[config.mk]
export PLATFORM = sky130hd
export DESIGN_NAME = grfsc_top
export DESIGN_NICKNAME = d
export VERILOG_FILES = /design/src/rtl/grfsc_top.v
export VERILOG_INCLUDE_DIRS = /design/src /design/src/rtl
export SDC_FILE = /design/constraint.sdc
export NUM_CORES = 1
export LEC_CHECK = 0
export BUFFER_PORTS_ARGS = -buffer_cell sky130_fd_sc_hd__buf_2
export CAP_MARGIN = 10
export CORE_UTILIZATION = 45
export DETAILED_ROUTE_END_ITERATION = 8
export GPL_ROUTABILITY_DRIVEN = 0
export GPL_TIMING_DRIVEN = 1
export HOLD_SLACK_MARGIN = 0.1
export PLACE_DENSITY_LB_ADDON = 0.3
export SYNTH_ARGS = -nofsm -noshare
export SYNTH_HDL_FRONTEND = slang
export SYNTH_SLANG_ARGS = --single-unit
[constraint.sdc]
create_clock -name clk -period 2.9 [get_ports clk]
set_input_delay 0.29 -clock clk [delete_from_list [all_inputs] [get_ports clk]]
set_output_delay 0.29 -clock clk [all_outputs]
set_load 0.05 [all_outputs]
[src/rtl/grfsc_consts.vh]
// constants for the gyro rate, filter and sync configuration block
`ifndef GRFSC_CONSTS_VH
`define GRFSC_CONSTS_VH

// register addresses
`define GRFSC_ADDR_Z_OFFSET_LOW 8'h18
`define GRFSC_ADDR_RATE_DIVIDER 8'h19
`define GRFSC_ADDR_SYNC_FIFO_CFG 8'h1a
`define GRFSC_ADDR_RANGE_CFG 8'h1b

// reset values of the configuration registers
`define GRFSC_RST_BYTE 8'h00

// sync, fifo and filter configuration fields
`define GRFSC_FIFO_POLICY_BIT 6
`define GRFSC_SYNC_SEL_MSB 5
`define GRFSC_SYNC_SEL_LSB 3
`define GRFSC_LOWPASS_MSB 2
`define GRFSC_LOWPASS_LSB 0

// range and filter configuration fields
`define GRFSC_SELFTEST_X_BIT 7
`define GRFSC_SELFTEST_Y_BIT 6
`define GRFSC_SELFTEST_Z_BIT 5
`define GRFSC_RANGE_MSB 4
`define GRFSC_RANGE_LSB 3
`define GRFSC_BYPASS_MSB 1
`define GRFSC_BYPASS_LSB 0

// sync capture targets
`define GRFSC_SYNC_OFF 3'h0
`define GRFSC_SYNC_TEMP 3'h1
`define GRFSC_SYNC_ACCEL_X 3'h5
`define GRFSC_SYNC_ACCEL_Y 3'h6
`define GRFSC_SYNC_ACCEL_Z 3'h7

// lowpass settings that run at the fast internal rate
`define GRFSC_LOWPASS_FAST_LO 3'h0
`define GRFSC_LOWPASS_FAST_HI 3'h7

// gyro path rate codes
`define GRFSC_RATE_1K 2'h0
`define GRFSC_RATE_8K 2'h1
`define GRFSC_RATE_32K 2'h2

// full-scale ranges in degrees per second
`define GRFSC_DPS_250 11'h0fa
`define GRFSC_DPS_500 11'h1f4
`define GRFSC_DPS_1000 11'h3e8
`define GRFSC_DPS_2000 11'h7d0

// timing: clock and rates in hertz, periods in cycles
`define GRFSC_CLK_HZ 50000000
`define GRFSC_RATE_1K_HZ 1000
`define GRFSC_RATE_8K_HZ 8000
`define GRFSC_RATE_32K_HZ 32000
`define GRFSC_CYC_1K (`GRFSC_CLK_HZ / `GRFSC_RATE_1K_HZ)
`define GRFSC_CYC_8K (`GRFSC_CLK_HZ / `GRFSC_RATE_8K_HZ)
`define GRFSC_CYC_32K (`GRFSC_CLK_HZ / `GRFSC_RATE_32K_HZ)

`endif

[src/rtl/grfsc_top.v]
// gyro rate, filter, fifo policy and frame sync configuration block
//
// Behaviour
// - sample strobe runs at 1 kHz divided by one plus the divider byte.
// - divider applies only with bypass bits zero and lowpass setting 1 to 6.
// - policy bit one and fifo full: further sample writes are dropped.
// - policy bit zero and fifo full: writes continue, overwriting the oldest entry.
// - sync select 0 off, 1 temperature, 5/6/7 accel x/y/z low byte LSB.
// - sync input latched; toggles once, then holds until the sample strobe captures it.
// - gyro and temperature pass the lowpass stage only when both bypass bits are zero.
// - gyro path rate 32 kHz on bypass, else 8 kHz for 0 and 7, else 1 kHz.
// - range field selects 250, 500, 1000 or 2000 degrees per second.
// - two lowest range-register bits are bypass selects overriding the lowpass setting.
// - signed Z bias is added to the Z gyro sample before the output register.
// - Z bias is 16-bit two's complement, high byte from the preceding register.
`timescale 1ns/100ps
`default_nettype none
`include "grfsc_consts.vh"

module grfsc_top #(
    parameter CYC_1K = `GRFSC_CYC_1K,
    parameter CYC_8K = `GRFSC_CYC_8K
) (
    // clock and reset
    input wire clk,
    input wire rst_n,
    // register port from the serial interface logic
    input wire [7:0] reg_addr,
    input wire [7:0] reg_wdata,
    input wire reg_wr,
    input wire reg_rd,
    output reg [7:0] reg_rdata_q,
    // high byte of the Z bias, held in the neighbouring register
    input wire [7:0] z_rate_bias_high,
    // external frame sync pin
    input wire frame_sync_input,
    // raw samples from the sensor front end
    input wire [15:0] gyro_z_raw,
    input wire [7:0] temp_low_raw,
    input wire [7:0] accel_x_low_raw,
    input wire [7:0] accel_y_low_raw,
    input wire [7:0] accel_z_low_raw,
    // sensor output registers
    output reg sample_strobe_q,
    output reg [15:0] gyro_z_out_q,
    output reg [7:0] temp_low_out_q,
    output reg [7:0] accel_x_low_byte_q,
    output reg [7:0] accel_y_low_byte_q,
    output reg [7:0] accel_z_low_byte_q,
    // fifo write control
    input wire fifo_full,
    output reg fifo_write_q,
    output reg fifo_drop_oldest_q,
    // filter and range control
    output reg lowpass_stage_en_q,
    output reg [2:0] lowpass_setting_q,
    output reg [1:0] gyro_rate_code_q,
    output reg gyro_rate_tick_q,
    output reg [1:0] rate_range_select_q,
    output reg [10:0] rate_range_dps_q,
    output reg x_rate_selftest_q,
    output reg y_rate_selftest_q,
    output reg z_rate_selftest_q
);

    localparam CYC_32K = `GRFSC_CYC_32K;

    reg [7:0] z_bias_low_q;
    reg [7:0] rate_divider_q;
    reg [7:0] sync_fifo_cfg_q;
    reg [7:0] range_cfg_q;
    reg [7:0] div_cnt_q;
    reg sync_meta_q;
    reg sync_s_q;
    reg sync_prev_q;
    reg sync_latched_q;
    reg sync_hold_q;
    reg [7:0] rd_d;
    wire [2:0] rate_tick;

    wire [1:0] bypass = range_cfg_q[`GRFSC_BYPASS_MSB:`GRFSC_BYPASS_LSB];
    wire [2:0] lowpass = sync_fifo_cfg_q[`GRFSC_LOWPASS_MSB:`GRFSC_LOWPASS_LSB];
    wire [2:0] sync_sel = sync_fifo_cfg_q[`GRFSC_SYNC_SEL_MSB:`GRFSC_SYNC_SEL_LSB];
    wire no_bypass = (bypass == 2'h0);
    wire lowpass_fast = (lowpass == `GRFSC_LOWPASS_FAST_LO) || (lowpass == `GRFSC_LOWPASS_FAST_HI);
    wire div_active = no_bypass && !lowpass_fast;
    wire [1:0] rate_code = !no_bypass ? `GRFSC_RATE_32K :
        (lowpass_fast ? `GRFSC_RATE_8K : `GRFSC_RATE_1K);
    wire path_tick = rate_tick[rate_code];
    wire div_done = (div_cnt_q >= rate_divider_q);
    // without the divider the strobe simply follows the internal rate
    wire strobe = div_active ? (rate_tick[0] && div_done) : path_tick;
    wire [15:0] z_bias = {z_rate_bias_high, z_bias_low_q};
    wire sync_edge = sync_s_q ^ sync_prev_q;

    // free running rate counters, one per internal rate
    genvar gi;
    generate
        for (gi = 0; gi < 3; gi = gi + 1)
        begin : g_rate
            localparam integer PER = (gi == 0) ? CYC_1K : ((gi == 1) ? CYC_8K : CYC_32K);
            reg [15:0] cnt_q;
            assign rate_tick[gi] = (cnt_q == PER[15:0] - 16'h0001);
            always @(posedge clk or negedge rst_n)
            begin
                if (!rst_n)
                    cnt_q <= 16'h0000;
                else if (rate_tick[gi])
                    cnt_q <= 16'h0000;
                else
                    cnt_q <= cnt_q + 16'h0001;
            end
        end
    endgenerate

    // register writes; bit 7 of the sync register is kept as written by the host
    always @(posedge clk or negedge rst_n)
    begin
        if (!rst_n)
        begin
            z_bias_low_q <= `GRFSC_RST_BYTE;
            rate_divider_q <= `GRFSC_RST_BYTE;
            sync_fifo_cfg_q <= `GRFSC_RST_BYTE;
            range_cfg_q <= `GRFSC_RST_BYTE;
        end
        else if (reg_wr)
        begin
            case (reg_addr)
                `GRFSC_ADDR_Z_OFFSET_LOW: z_bias_low_q <= reg_wdata;
                `GRFSC_ADDR_RATE_DIVIDER: rate_divider_q <= reg_wdata;
                `GRFSC_ADDR_SYNC_FIFO_CFG: sync_fifo_cfg_q <= reg_wdata;
                `GRFSC_ADDR_RANGE_CFG: range_cfg_q <= reg_wdata;
                default: z_bias_low_q <= z_bias_low_q;
            endcase
        end
    end

    always @*
    begin
        case (reg_addr)
            `GRFSC_ADDR_Z_OFFSET_LOW: rd_d = z_bias_low_q;
            `GRFSC_ADDR_RATE_DIVIDER: rd_d = rate_divider_q;
            `GRFSC_ADDR_SYNC_FIFO_CFG: rd_d = sync_fifo_cfg_q;
            `GRFSC_ADDR_RANGE_CFG: rd_d = range_cfg_q;
            default: rd_d = 8'h00;
        endcase
    end

    always @(posedge clk or negedge rst_n)
    begin
        if (!rst_n)
            reg_rdata_q <= 8'h00;
        else if (reg_rd)
            reg_rdata_q <= rd_d;
    end

    // divider counts 1 kHz ticks; counting from zero gives one strobe per (1 + divider) ticks
    always @(posedge clk or negedge rst_n)
    begin
        if (!rst_n)
            div_cnt_q <= 8'h00;
        else if (!div_active)
            div_cnt_q <= 8'h00;
        else if (rate_tick[0])
            div_cnt_q <= div_done ? 8'h00 : div_cnt_q + 8'h01;
    end

    // sync pin: two flops, then an edge detector on the clean copy
    always @(posedge clk or negedge rst_n)
    begin
        if (!rst_n)
        begin
            sync_meta_q <= 1'b0;
            sync_s_q <= 1'b0;
            sync_prev_q <= 1'b0;
            sync_latched_q <= 1'b0;
            sync_hold_q <= 1'b0;
        end
        else
        begin
            sync_meta_q <= frame_sync_input;
            sync_s_q <= sync_meta_q;
            sync_prev_q <= sync_s_q;
            // a pulse shorter than a sample period still flips the latch once
            if (sync_edge && !sync_hold_q)
            begin
                sync_latched_q <= ~sync_latched_q;
                sync_hold_q <= 1'b1;
            end
            else if (strobe)
                sync_hold_q <= 1'b0;
        end
    end

    // sample outputs and fifo control
    always @(posedge clk or negedge rst_n)
    begin
        if (!rst_n)
        begin
            sample_strobe_q <= 1'b0;
            gyro_z_out_q <= 16'h0000;
            temp_low_out_q <= 8'h00;
            accel_x_low_byte_q <= 8'h00;
            accel_y_low_byte_q <= 8'h00;
            accel_z_low_byte_q <= 8'h00;
            fifo_write_q <= 1'b0;
            fifo_drop_oldest_q <= 1'b0;
        end
        else
        begin
            sample_strobe_q <= strobe;
            // a full fifo under the keep policy refuses the write outright
            fifo_write_q <= strobe && !(fifo_full && sync_fifo_cfg_q[`GRFSC_FIFO_POLICY_BIT]);
            fifo_drop_oldest_q <= strobe && fifo_full && !sync_fifo_cfg_q[`GRFSC_FIFO_POLICY_BIT];
            if (strobe)
            begin
                gyro_z_out_q <= gyro_z_raw + z_bias;
                temp_low_out_q <= {temp_low_raw[7:1],
                    (sync_sel == `GRFSC_SYNC_TEMP) ? sync_latched_q : temp_low_raw[0]};
                accel_x_low_byte_q <= {accel_x_low_raw[7:1],
                    (sync_sel == `GRFSC_SYNC_ACCEL_X) ? sync_latched_q : accel_x_low_raw[0]};
                accel_y_low_byte_q <= {accel_y_low_raw[7:1],
                    (sync_sel == `GRFSC_SYNC_ACCEL_Y) ? sync_latched_q : accel_y_low_raw[0]};
                accel_z_low_byte_q <= {accel_z_low_raw[7:1],
                    (sync_sel == `GRFSC_SYNC_ACCEL_Z) ? sync_latched_q : accel_z_low_raw[0]};
            end
        end
    end

    // filter, rate and range controls
    always @(posedge clk or negedge rst_n)
    begin
        if (!rst_n)
        begin
            lowpass_stage_en_q <= 1'b0;
            lowpass_setting_q <= 3'h0;
            gyro_rate_code_q <= `GRFSC_RATE_8K;
            gyro_rate_tick_q <= 1'b0;
            rate_range_select_q <= 2'h0;
            rate_range_dps_q <= `GRFSC_DPS_250;
            x_rate_selftest_q <= 1'b0;
            y_rate_selftest_q <= 1'b0;
            z_rate_selftest_q <= 1'b0;
        end
        else
        begin
            lowpass_stage_en_q <= no_bypass;
            lowpass_setting_q <= lowpass;
            gyro_rate_code_q <= rate_code;
            gyro_rate_tick_q <= path_tick;
            rate_range_select_q <= range_cfg_q[`GRFSC_RANGE_MSB:`GRFSC_RANGE_LSB];
            case (range_cfg_q[`GRFSC_RANGE_MSB:`GRFSC_RANGE_LSB])
                2'h0: rate_range_dps_q <= `GRFSC_DPS_250;
                2'h1: rate_range_dps_q <= `GRFSC_DPS_500;
                2'h2: rate_range_dps_q <= `GRFSC_DPS_1000;
                default: rate_range_dps_q <= `GRFSC_DPS_2000;
            endcase
            x_rate_selftest_q <= range_cfg_q[`GRFSC_SELFTEST_X_BIT];
            y_rate_selftest_q <= range_cfg_q[`GRFSC_SELFTEST_Y_BIT];
            z_rate_selftest_q <= range_cfg_q[`GRFSC_SELFTEST_Z_BIT];
        end
    end

endmodule // grfsc_top
`default_nettype wire

Yosys cells after proc, flatten, opt, wreduce, memory -nomap -nowiden
Cells that the tools add are included.
W data, S select, Z words.
{"block": "word_totals", "ff_bits": 175}
{"block": "op_classes", "addsub": 5, "n_bitwise": 2, "order_cmp": 2, "muxes": 19, "reduce_logical": 20, "eq_ne": 15}
{"op": "$add A16 B1 Y16 const B", "n": 3}
{"op": "$mux W16", "n": 3}
{"op": "$pmux W11 S3", "n": 1}
{"op": "$eq A8 B5 Y1 const B", "n": 4}
{"op": "$pmux W8 S4", "n": 1}
{"op": "$mux W8", "n": 3}
{"op": "$add A16 B16 Y16", "n": 1}
{"op": "$eq A16 B11 Y1 const B", "n": 1}
{"op": "$eq A16 B13 Y1 const B", "n": 1}
{"op": "$eq A16 B16 Y1 const B", "n": 1}
{"op": "$eq A3 B3 Y1 const B", "n": 4}
{"op": "$mux W1", "n": 9}
{"op": "$add A8 B1 Y8 const B", "n": 1}
{"op": "$ge A8 B8 Y1", "n": 1}
{"op": "$reduce_and A2 Y1", "n": 4}
{"op": "$logic_and A1 B1 Y1", "n": 7}
{"op": "$logic_not A1 Y1", "n": 4}
{"op": "$logic_not A2 Y1", "n": 2}
{"op": "$eq A3 B1 Y1 const B", "n": 1}
{"op": "$logic_not A3 Y1", "n": 1}
{"op": "$lt A2 B3 Y1 const B", "n": 1}
{"op": "$bmux W1 S2", "n": 1}
{"op": "$eq A2 B1 Y1 const B", "n": 1}
{"op": "$eq A2 B2 Y1 const B", "n": 1}
{"op": "6 further kinds", "n": 6}

Longest topological paths before layout
Gate-level depths: netlist of the first run.
{"block": "depth", "word_depth": 9, "ltp_mapped": 10}

Least setup slack after synthesis of the first run
Ideal clock, no wire load.
{"block": "synth_timing", "path_kind": "register to register", "startpoint": "register g_rate[2].cnt_q[11]", "endpoint": "register accel_x_low_byte_q[0]", "path_buffers": 2, "arrival_time_ps": 2368, "setup_ps": 125, "setup_slack_ps": 407, "t_required_ps": 2775, "period_less_slack_ps": 2493, "path_stages_with_launch": 9, "cell_sequence": "dfrtp_1 or4_4 nor4_4 o211ai_2 o21ba_1 or2_4 buf_12 buf_12 mux2_4"}
{"block": "synth_between", "elab_chain_len": 4}
{"item": "start, declared", "line_no": "grfsc_top.v:102", "rtl": "reg [15:0] cnt_q;"}
{"item": "start signal, assigned", "line_no": "grfsc_top.v:111", "rtl": "cnt_q <= cnt_q + 16'h0001;"}
{"item": "$eq A16 B11 Y1", "line_no": "grfsc_top.v:103", "rtl": "assign rate_tick[gi] = (cnt_q == PER[15:0] - 16'h0001);"}
{"item": "$bmux W1 S2", "line_no": "grfsc_top.v:89", "rtl": "wire path_tick = rate_tick[rate_code];"}
{"item": "$mux W1 (implied by the code)", "line_no": "grfsc_top.v:89"}
{"item": "$mux W1", "line_no": "grfsc_top.v:92", "rtl": "wire strobe = div_active ? (rate_tick[0] && div_done) : path_tick;"}
{"item": "end signal, assigned", "line_no": "grfsc_top.v:220", "rtl": "accel_x_low_byte_q <= {accel_x_low_raw[7:1],"}
{"item": "end, declared", "line_no": "grfsc_top.v:47", "rtl": "output reg [7:0] accel_x_low_byte_q,"}
No other way between the ends. The select of a mux whose other input is x is not followed.
A chain may end at the register's enable or synchronous reset.

Final worst setup path of the first run
{"block": "layout_timing", "startpoint": "register g_rate[2].cnt_q[12]", "endpoint": "register gyro_z_out_q[4]"}
{"block": "layout_between", "elab_chain_len": 4}
{"item": "$eq A16 B11 Y1", "line_no": "grfsc_top.v:103"}
{"item": "$bmux W1 S2", "line_no": "grfsc_top.v:89"}
{"item": "$mux W1 (implied by the code)", "line_no": "grfsc_top.v:89"}
{"item": "$mux W1", "line_no": "grfsc_top.v:92"}
{"item": "end signal, assigned", "line_no": "grfsc_top.v:217", "rtl": "gyro_z_out_q <= gyro_z_raw + z_bias;"}
{"item": "end, declared", "line_no": "grfsc_top.v:45", "rtl": "output reg [15:0] gyro_z_out_q,"}
No other way between the ends. The select of a mux whose other input is x is not followed.

==> impl_results.rst, run 1 <==
.. list-table::
   :header-rows: 1

   * - Metric
     - Value
   * - Outcome
     - finished, final reports clean
   * - Type of the worst setup path
     - reg2reg
   * - Number of inserted filler cells in the final layout
     - ~1400
   * - Setup slack at placement
     - ~240 ps
   * - Number of register bits inferred by synthesis
     - 172
   * - Required @ worst endpoint
     - about 3200 ps
   * - Overall power of the completed layout
     - 0.00797 W
   * - Commonest cells after routing, fill and taps aside
     - 167 x dfrtp_1, 155 x buf_2, 56 x nor2_1
   * - Maximum clock frequency
     - 376 MHz
   * - Average wire per standard cell
     - ~16 um
   * - Utilization of the core after routing
     - between 50% and 60%
   * - Die span in x
     - ~140 um
   * - Area of the multi-input gates
     - around 3600 um2
   * - Time the final worst path needs with I/O delays and setup
     - roughly 2700 ps
   * - Maximum resistive drop on vdd
     - between 0.0004 and 0.0005 V
   * - Cts bufs inserted
     - 17
   * - Transition time at the pin with the least slew margin
     - around 950 ps
   * - Power density over the cells
     - around 790 nW/um2
   * - Final non-filler cell total
     - roughly 1100
   * - RSZ-0062 raised after global routing
     - false
   * - Vert. Die Dim
     - around 140 um
   * - Netlist area before placement
     - slightly above 8000 um2
   * - Clock tree from TritonCTS
     - done
   * - First-pass GRT wire length
     - around 29000 um
   * - Vias per cell
     - 5.24
   * - Avg Cell Area, Syn
     - about 12 um2
   * - Reg2Reg Depth
     - 7
   * - Pins Over Slew Limit
     - 0
   * - Top Registers
     - g_rate.cnt_q x48, gyro_z_out_q x16
   * - Cell types with the largest area share after synthesis
     - dfrtp_1 51%, mux2_2 7.6%, mux2_4 5.2%
   * - Most common library cell in the layout ignoring fill and taps
     - dfrtp_1
   * - Number of enable-type register cells in the synthesized netlist
     - 0
   * - Drc violations
     - 0
   * - Largest buffer count on any clock path
     - 2
   * - Number of buffers inserted by post-CTS setup repair
     - 0
   * - Total wire length after detailed routing
     - about 18000 um
   * - Count of maximum capacitance violations
     - 0
   * - Largest register by flop count
     - g_rate.cnt_q
   * - Clock sink count
     - about 170
   * - Later-pin clock latency in the skew report
     - around 430 ps
   * - Worst-case headroom to the max-slew limit
     - between 30% and 40%
   * - Final-layout setup total negative slack
     - 0 ps
   * - Clock transition at the registers of the reported paths
     - 70 ps
   * - Final worst-path setup slack
     - ~240 ps
   * - Type of the worst min-delay path
     - in2reg
   * - Fraction of final layout cells sized beyond drive strength 1
     - 33.7%
   * - H-tree depth
     - 4
   * - Sequential cell area in the final layout
     - around 4300 um2
   * - Yosys cell types
     - 64
   * - Proportion of register bits with asynchronous set or reset after synthesis
     - 100%
   * - Total of endpoints with negative setup slack in the final report
     - 0
   * - Area share of the largest cell type after synthesis
     - between 50% and 60%
   * - Total congestion overflow
     - 0
   * - Number of port buffers
     - between 150 and 200
   * - Dominant register cell in the synthesized netlist
     - dfrtp_1
   * - Antenna violations before repair
     - 2
   * - Layout overhead on the synthesized area
     - 24.4%
   * - Max reg flops
     - between 40 and 50
   * - Global-route usage over all layers
     - around a fifth
   * - Initial Utilization
     - between 40% and 50%
   * - Maximum fanout along the worst path
     - 16
   * - Cell type with the largest total area after synthesis
     - dfrtp_1
   * - Clk_skew
     - ~8.9 ps
   * - Leakage power figure
     - 4.82 nW
   * - Cells after DPL
     - roughly 1100
   * - Boundary pin count
     - 160
   * - Hold Vio Cnt, Final
     - 0
   * - Placeable core region
     - 17500 um2
   * - CP Launch Type
     - flop
   * - Number of cells produced by synthesis
     - between 600 and 700
   * - Residual antenna-violating net count after detailed routing
     - 0
   * - Count of standard-cell rows
     - 48
   * - Total die area
     - between 15000 and 20000 um2
   * - Detail Placement HPWL
     - 12700 um
   * - Resize count post-CTS
     - 0
   * - Via count of the first global-routing pass
     - between 5000 and 6000
   * - Clock tree root buffer cell
     - clkbuf_16
   * - Drt first pass iters
     - 7
   * - Period Utilization, post-route
     - roughly 90%
   * - Proportion of synthesized chip area in sequential cells
     - 53.0%
   * - Maximum number of pins on one net before global-route repair
     - between 70 and 80
   * - Iteration-0 DRC count of the detailed router
     - between 300 and 400
   * - Arrival time at the worst endpoint
     - between 2000 and 3000 ps
   * - Critical path capture point type
     - flop
   * - Cell depth of the worst min-delay path
     - 2
   * - NumNets Final
     - between 900 and 1000
   * - Yosys Warn Count
     - 0
   * - Overall via count from detail_route
     - about 5900
==> area by class of cell <==
cell class | count | area share, %
Antenna cell | 2 | 0.0494
Inverter | 25 | 0.927
Clock buffer | 25 | 4.70
Multi-Input combinational cell | 460 | 35.6
Tap cell | 225 | 2.78
Sequential cell | 172 | 42.6
Timing Repair Buffer | 202 | 12.2
Clock inverter | 7 | 1.15
==> critical path, cell delays in order, from the launching register on <==
cell and delay [ps]:
dfrtp_1 410, or4_1 590, nor4_4 360, nor2_1 140, nor2_1 240, or2_4 190, buf_4 250, mux2_2 370
==> layer usage <==
layer,up-vias,share of wire [%],GRT usage (%)
li1,2810,-,-
met3,26,4.1,4.21
met2,163,46,31.8
met1,2855,48,28.3
met5,-,0,0
met4,0,1.8,8.27
==> Yosys cell counts, types with 3 or more instances <==
library cell,count
nor3_1,8
dfstp_2,5
and4_1,3
or4_1,3
mux2_4,28
nor2b_1,4
a21oi_1,14
ha_1,29
buf_12,4
mux2_2,55
nand2_1,39
buf_4,4
clkbuf_1,5
nand4_1,19
inv_1,25
a22oi_1,16
nor2_1,56
o21ai_0,16
xnor2_1,29
nor4_4,3
a21o_1,4
a31oi_1,13
a211oi_1,5
a21boi_0,3
xor2_1,26
and3_1,4
dfrtp_1,167
or3_1,6
nand3_1,28
==> what timing repair did <==
| action | 4_1_cts | 5_1_grt |
|---|---|---|
| hold buffers | 31 | 0 |
| endpoints found under the setup margin | 0 | 0 |
| endpoints found under the hold margin | 99 | 0 |
==> logic make-up after synthesis <==
| family | count (synthesis) | synth area share, % |
|---|---|---|
| AND/OR/NAND/NOR | 196 | 13.0 |
| XOR/XNOR | 55 | 5.92 |
| multiplexers | 85 | 13.0 |
| other | 2 | 0.0923 |
| flip-flops | 172 | 53.0 |
| AO/OA/AOI/OAI | 91 | 7.54 |
| adder cells (fa/ha/maj) | 30 | 4.71 |
| buffers and inverters | 39 | 2.78 |
==> where the power goes <==
group,internal (W),switching [W]
clock network,0.00140,0.000903
logic,0.000803,0.00182
registers,0.00280,0.000238
total,0.00501,0.00296
==> final timing paths <==
kind                                                endpoint  slack, ps                           from
max                              gyro_z_out_q[4]$_DFFE_PN0P_        240  g_rate[2].cnt_q[12]$_DFF_PN0_
min                           sync_fifo_cfg_q[2]$_DFFE_PN0P_        140                   reg_wdata[2]
max reg2reg                      gyro_z_out_q[4]$_DFFE_PN0P_        240  g_rate[2].cnt_q[12]$_DFF_PN0_
max in group asynchronous      temp_low_out_q[2]$_DFFE_PN0P_       1620                          rst_n
min in group asynchronous  accel_x_low_byte_q[1]$_DFFE_PN0P_        460                          rst_n
min reg2reg                               sync_s_q$_DFF_PN0_        350          sync_meta_q$_DFF_PN0_
==> stage by stage <==
| step | cell area, um2 | hold WS, ps |
|---|---|---|
| floorplan | 8140 | -5.59 |
| global placement | 9210 | 344 |
| detailed placement | 9210 | 336 |
| CTS | 10100 | 136 |
| global route | 10100 | 142 |
| finish | 10100 | 144 |
(Power assumes the default switching activity.)
==> run 2: changes to the inputs <==
--- a/config.mk
+++ b/config.mk
@@ -8,7 +8,7 @@
 export LEC_CHECK = 0
 export BUFFER_PORTS_ARGS = -buffer_cell sky130_fd_sc_hd__buf_2
 export CAP_MARGIN = 10
-export CORE_UTILIZATION = 45
+export CORE_UTILIZATION = 25
 export DETAILED_ROUTE_END_ITERATION = 8
 export GPL_ROUTABILITY_DRIVEN = 0
 export GPL_TIMING_DRIVEN = 1
==> run 2 against run 1 <==
  * Register-to-register slack got worse by 30 ps
  * Sequential cell count unchanged
  * Via count fell by 1.4%
  * Combinational power is essentially flat
  * Die area is 79% higher
  * Largest power group unchanged
==> impl_results.rst, run 2 (synthesis gave the netlist of run 1 again) <==
.. list-table::
   :header-rows: 1

   * - Metric
     - Value
   * - Largest register by flop count
     - g_rate.cnt_q
   * - Average wire per standard cell
     - 14.6 um (-9.5%)
   * - Fraction of final layout cells sized beyond drive strength 1
     - 34.3% (+0.63 points)
   * - RSZ-0062 raised after global routing
     - false
   * - Initial Utilization
     - 25.6% (-21 points)
   * - Pins Over Slew Limit
     - 0 (unchanged)
   * - Residual antenna-violating net count after detailed routing
     - 0 (unchanged)
   * - NumNets Final
     - 987 (+0.10%)
   * - Critical path capture point type
     - flop
   * - Worst Hold Slack
     - 150 ps (+6.54 ps)
   * - Outcome
     - finished, final reports clean
   * - Total die area
     - 33300 um2 (+79%)
   * - Period Utilization, post-route
     - 92.8% (+1.2 points)
   * - Required @ worst endpoint
     - 3210 ps (about the same)
   * - Arrival time at the worst endpoint
     - 3000 ps (+30 ps)
   * - Clk_skew
     - 17.4 ps (+8.45 ps)
   * - Largest buffer count on any clock path
     - 2 (unchanged)
   * - H-tree depth
     - 4 (unchanged)
   * - Global-route usage over all layers
     - 12.0% (-8.6 points)
   * - Type of the worst setup path
     - reg2reg
   * - Layout overhead on the synthesized area
     - 27.7%
   * - Maximum resistive drop on vdd
     - 0.000386 V (-13%)
   * - Total of endpoints with negative setup slack in the final report
     - 0 (unchanged)
   * - Placeable core region
     - 31800 um2 (+82%)
   * - Clock tree from TritonCTS
     - done
   * - Worst-case headroom to the max-slew limit
     - 41.6% (+5.2 points)
   * - Worst setup path startpoint
     - g_rate[2].cnt_q[1]$_DFF_PN0_
   * - Worst-path cell with the longest stage delay
     - or3b_2
   * - Startpoint of the worst register-to-register path
     - g_rate[2].cnt_q[1]$_DFF_PN0_
   * - Later-pin clock latency in the skew report
     - 430 ps (about the same)
   * - Min-Delay Startpoint
     - reg_wdata[6]
   * - Vert. Die Dim
     - 182 um (+34%)
   * - Number of port buffers
     - 156 (unchanged)
   * - Total congestion overflow
     - 0 (unchanged)
   * - Maximum number of pins on one net before global-route repair
     - 58 (-26%)
   * - Clock sink count
     - 172 (unchanged)
   * - Worst path cell trace
     - inv_1 -> ha_1 -> or3b_2 -> nor4_4 -> nor2_1 -> nor2_1 -> or2_4 -> buf_12 -> mux2_2
   * - Leakage power figure
     - 4.83 nW (+0.23%)
   * - Number of inserted filler cells in the final layout
     - 3245 (+130%)
   * - Power density over the cells
     - 755 nW/um2 (-4.2%)
   * - Drt first pass iters
     - 4 (-3)
   * - Hold Vio Cnt, Final
     - 0 (unchanged)
   * - Clock tree root buffer cell
     - clkbuf_16
   * - Via count of the first global-routing pass
     - 5772 (-2.1%)
   * - Final-layout setup total negative slack
     - 0 ps (unchanged)
   * - Maximum fanout along the worst path
     - 17 (+1)
   * - Largest incremental delay on the critical path
     - 470 ps (-120 ps)
   * - Cts bufs inserted
     - 17 (unchanged)
   * - First-pass GRT wire length
     - 31200 um (+6.1%)
   * - Overall via count from detail_route
     - 5772 (-1.4%)
   * - Drc violations
     - 0 (unchanged)
   * - CP Launch Type
     - flop
   * - Max reg flops
     - 48 (unchanged)
   * - Maximum clock frequency
     - 371 MHz (-1.3%)
   * - Crit path top cell by count
     - nor2_1
   * - Resize count post-CTS
     - 0 (unchanged)
   * - Boundary pin count
     - 160 (unchanged)
   * - Top Registers
     - g_rate.cnt_q x48, gyro_z_out_q x16
   * - Clock transition at the registers of the reported paths
     - 70 ps (about the same)
   * - Antenna violations before repair
     - 1 (-1)
   * - Type of the worst min-delay path
     - in2reg
   * - Vias per cell
     - 4.35 (-17%)
   * - Most common library cell in the layout ignoring fill and taps
     - dfrtp_1
   * - Ant diodes
     - 0 (-2)
   * - Count of maximum capacitance violations
     - 0 (unchanged)
   * - Iteration-0 DRC count of the detailed router
     - 263 (-23%)
   * - Time the final worst path needs with I/O delays and setup
     - 2690 ps (+34.4 ps)
   * - Count of standard-cell rows
     - 65 (+35%)
   * - Commonest cells after routing, fill and taps aside
     - 167 x dfrtp_1, 155 x buf_2, 56 x nor2_1
   * - Total wire length after detailed routing
     - 19300 um (+7.5%)
   * - Detail Placement HPWL
     - 14100 um (+11%)
   * - Transition time at the pin with the least slew margin
     - 869 ps (-78.0 ps)
   * - Die span in x
     - 182 um (+34%)
run 2: power by group:
part	switching, W	internal (W)	total (W)
registers	0.000217	0.00280	0.00302
logic	0.00182	0.000811	0.00263
clock network	0.000990	0.00120	0.00219
run 2: worst paths after layout:
check                                           endpoint  slack [ps]  cells past startpoint
max in group asynchronous     range_cfg_q[4]$_DFFE_PN0P_        1730                      3
hold / removal                range_cfg_q[6]$_DFFE_PN0P_         150                      2
setup / recovery             gyro_z_out_q[5]$_DFFE_PN0P_         210                      9
hold reg to reg                       sync_s_q$_DFF_PN0_         380                      0
min in group asynchronous  gyro_rate_code_q[1]$_DFF_PN0_         430                      2
setup reg to reg             gyro_z_out_q[5]$_DFFE_PN0P_         210                      9
run 2: what timing repair did:
| item | in CTS | in global routing |
|---|---|---|
| setup buffers | 0 | 0 |
| hold buffers | 31 | 0 |
| endpoints found under the hold margin | 80 | 0 |
| endpoints found under the setup margin | 0 | 0 |
run 2: per-stage QoR:
stage | total power, W | utilization [%] | cell area, um2 | std cells | setup WS, ps
finish | 0.00784 | 32.7 | 10400 | 1327 | 208
CTS | 0.00798 | 32.7 | 10400 | 1327 | 152
floorplan | 0.00503 | - | 8140 | 671 | 407
global route | 0.00822 | 32.7 | 10400 | 1327 | 70.0
global placement | 0.00567 | 29.9 | 9520 | 1264 | 193
detailed placement | 0.00569 | 29.9 | 9520 | 1264 | 162
run 2: worst max-delay path: cells and delay by family, from the launching register on:
family	cells	cell delay, ps
buf+inv	2	250
simple gates	5	1430
fa+ha+maj	1	140
flops	1	400
mux	1	340
run 2: area by class of cell:
| cell class | count | area [um2] | share of cell area, % |
|---|---|---|---|
| sequential | 172 | 4310 | 41.5 |
| inverter | 25 | 93.8 | 0.903 |
| tap | 435 | 544 | 5.24 |
| timing repair buffer | 203 | 1280 | 12.3 |
| clock buffer | 18 | 429 | 4.13 |
| multi-input combinational | 460 | 3600 | 34.7 |
| clock inverter | 14 | 133 | 1.28 |
run 2: per-layer routing:
metal	GRT usage, %	wire, um	vias up
met5	0	13	-
met4	3.63	106	2
met3	2.45	629	4
met2	19.6	9300	123
met1	16.0	9290	2826
li1	-	-	2817
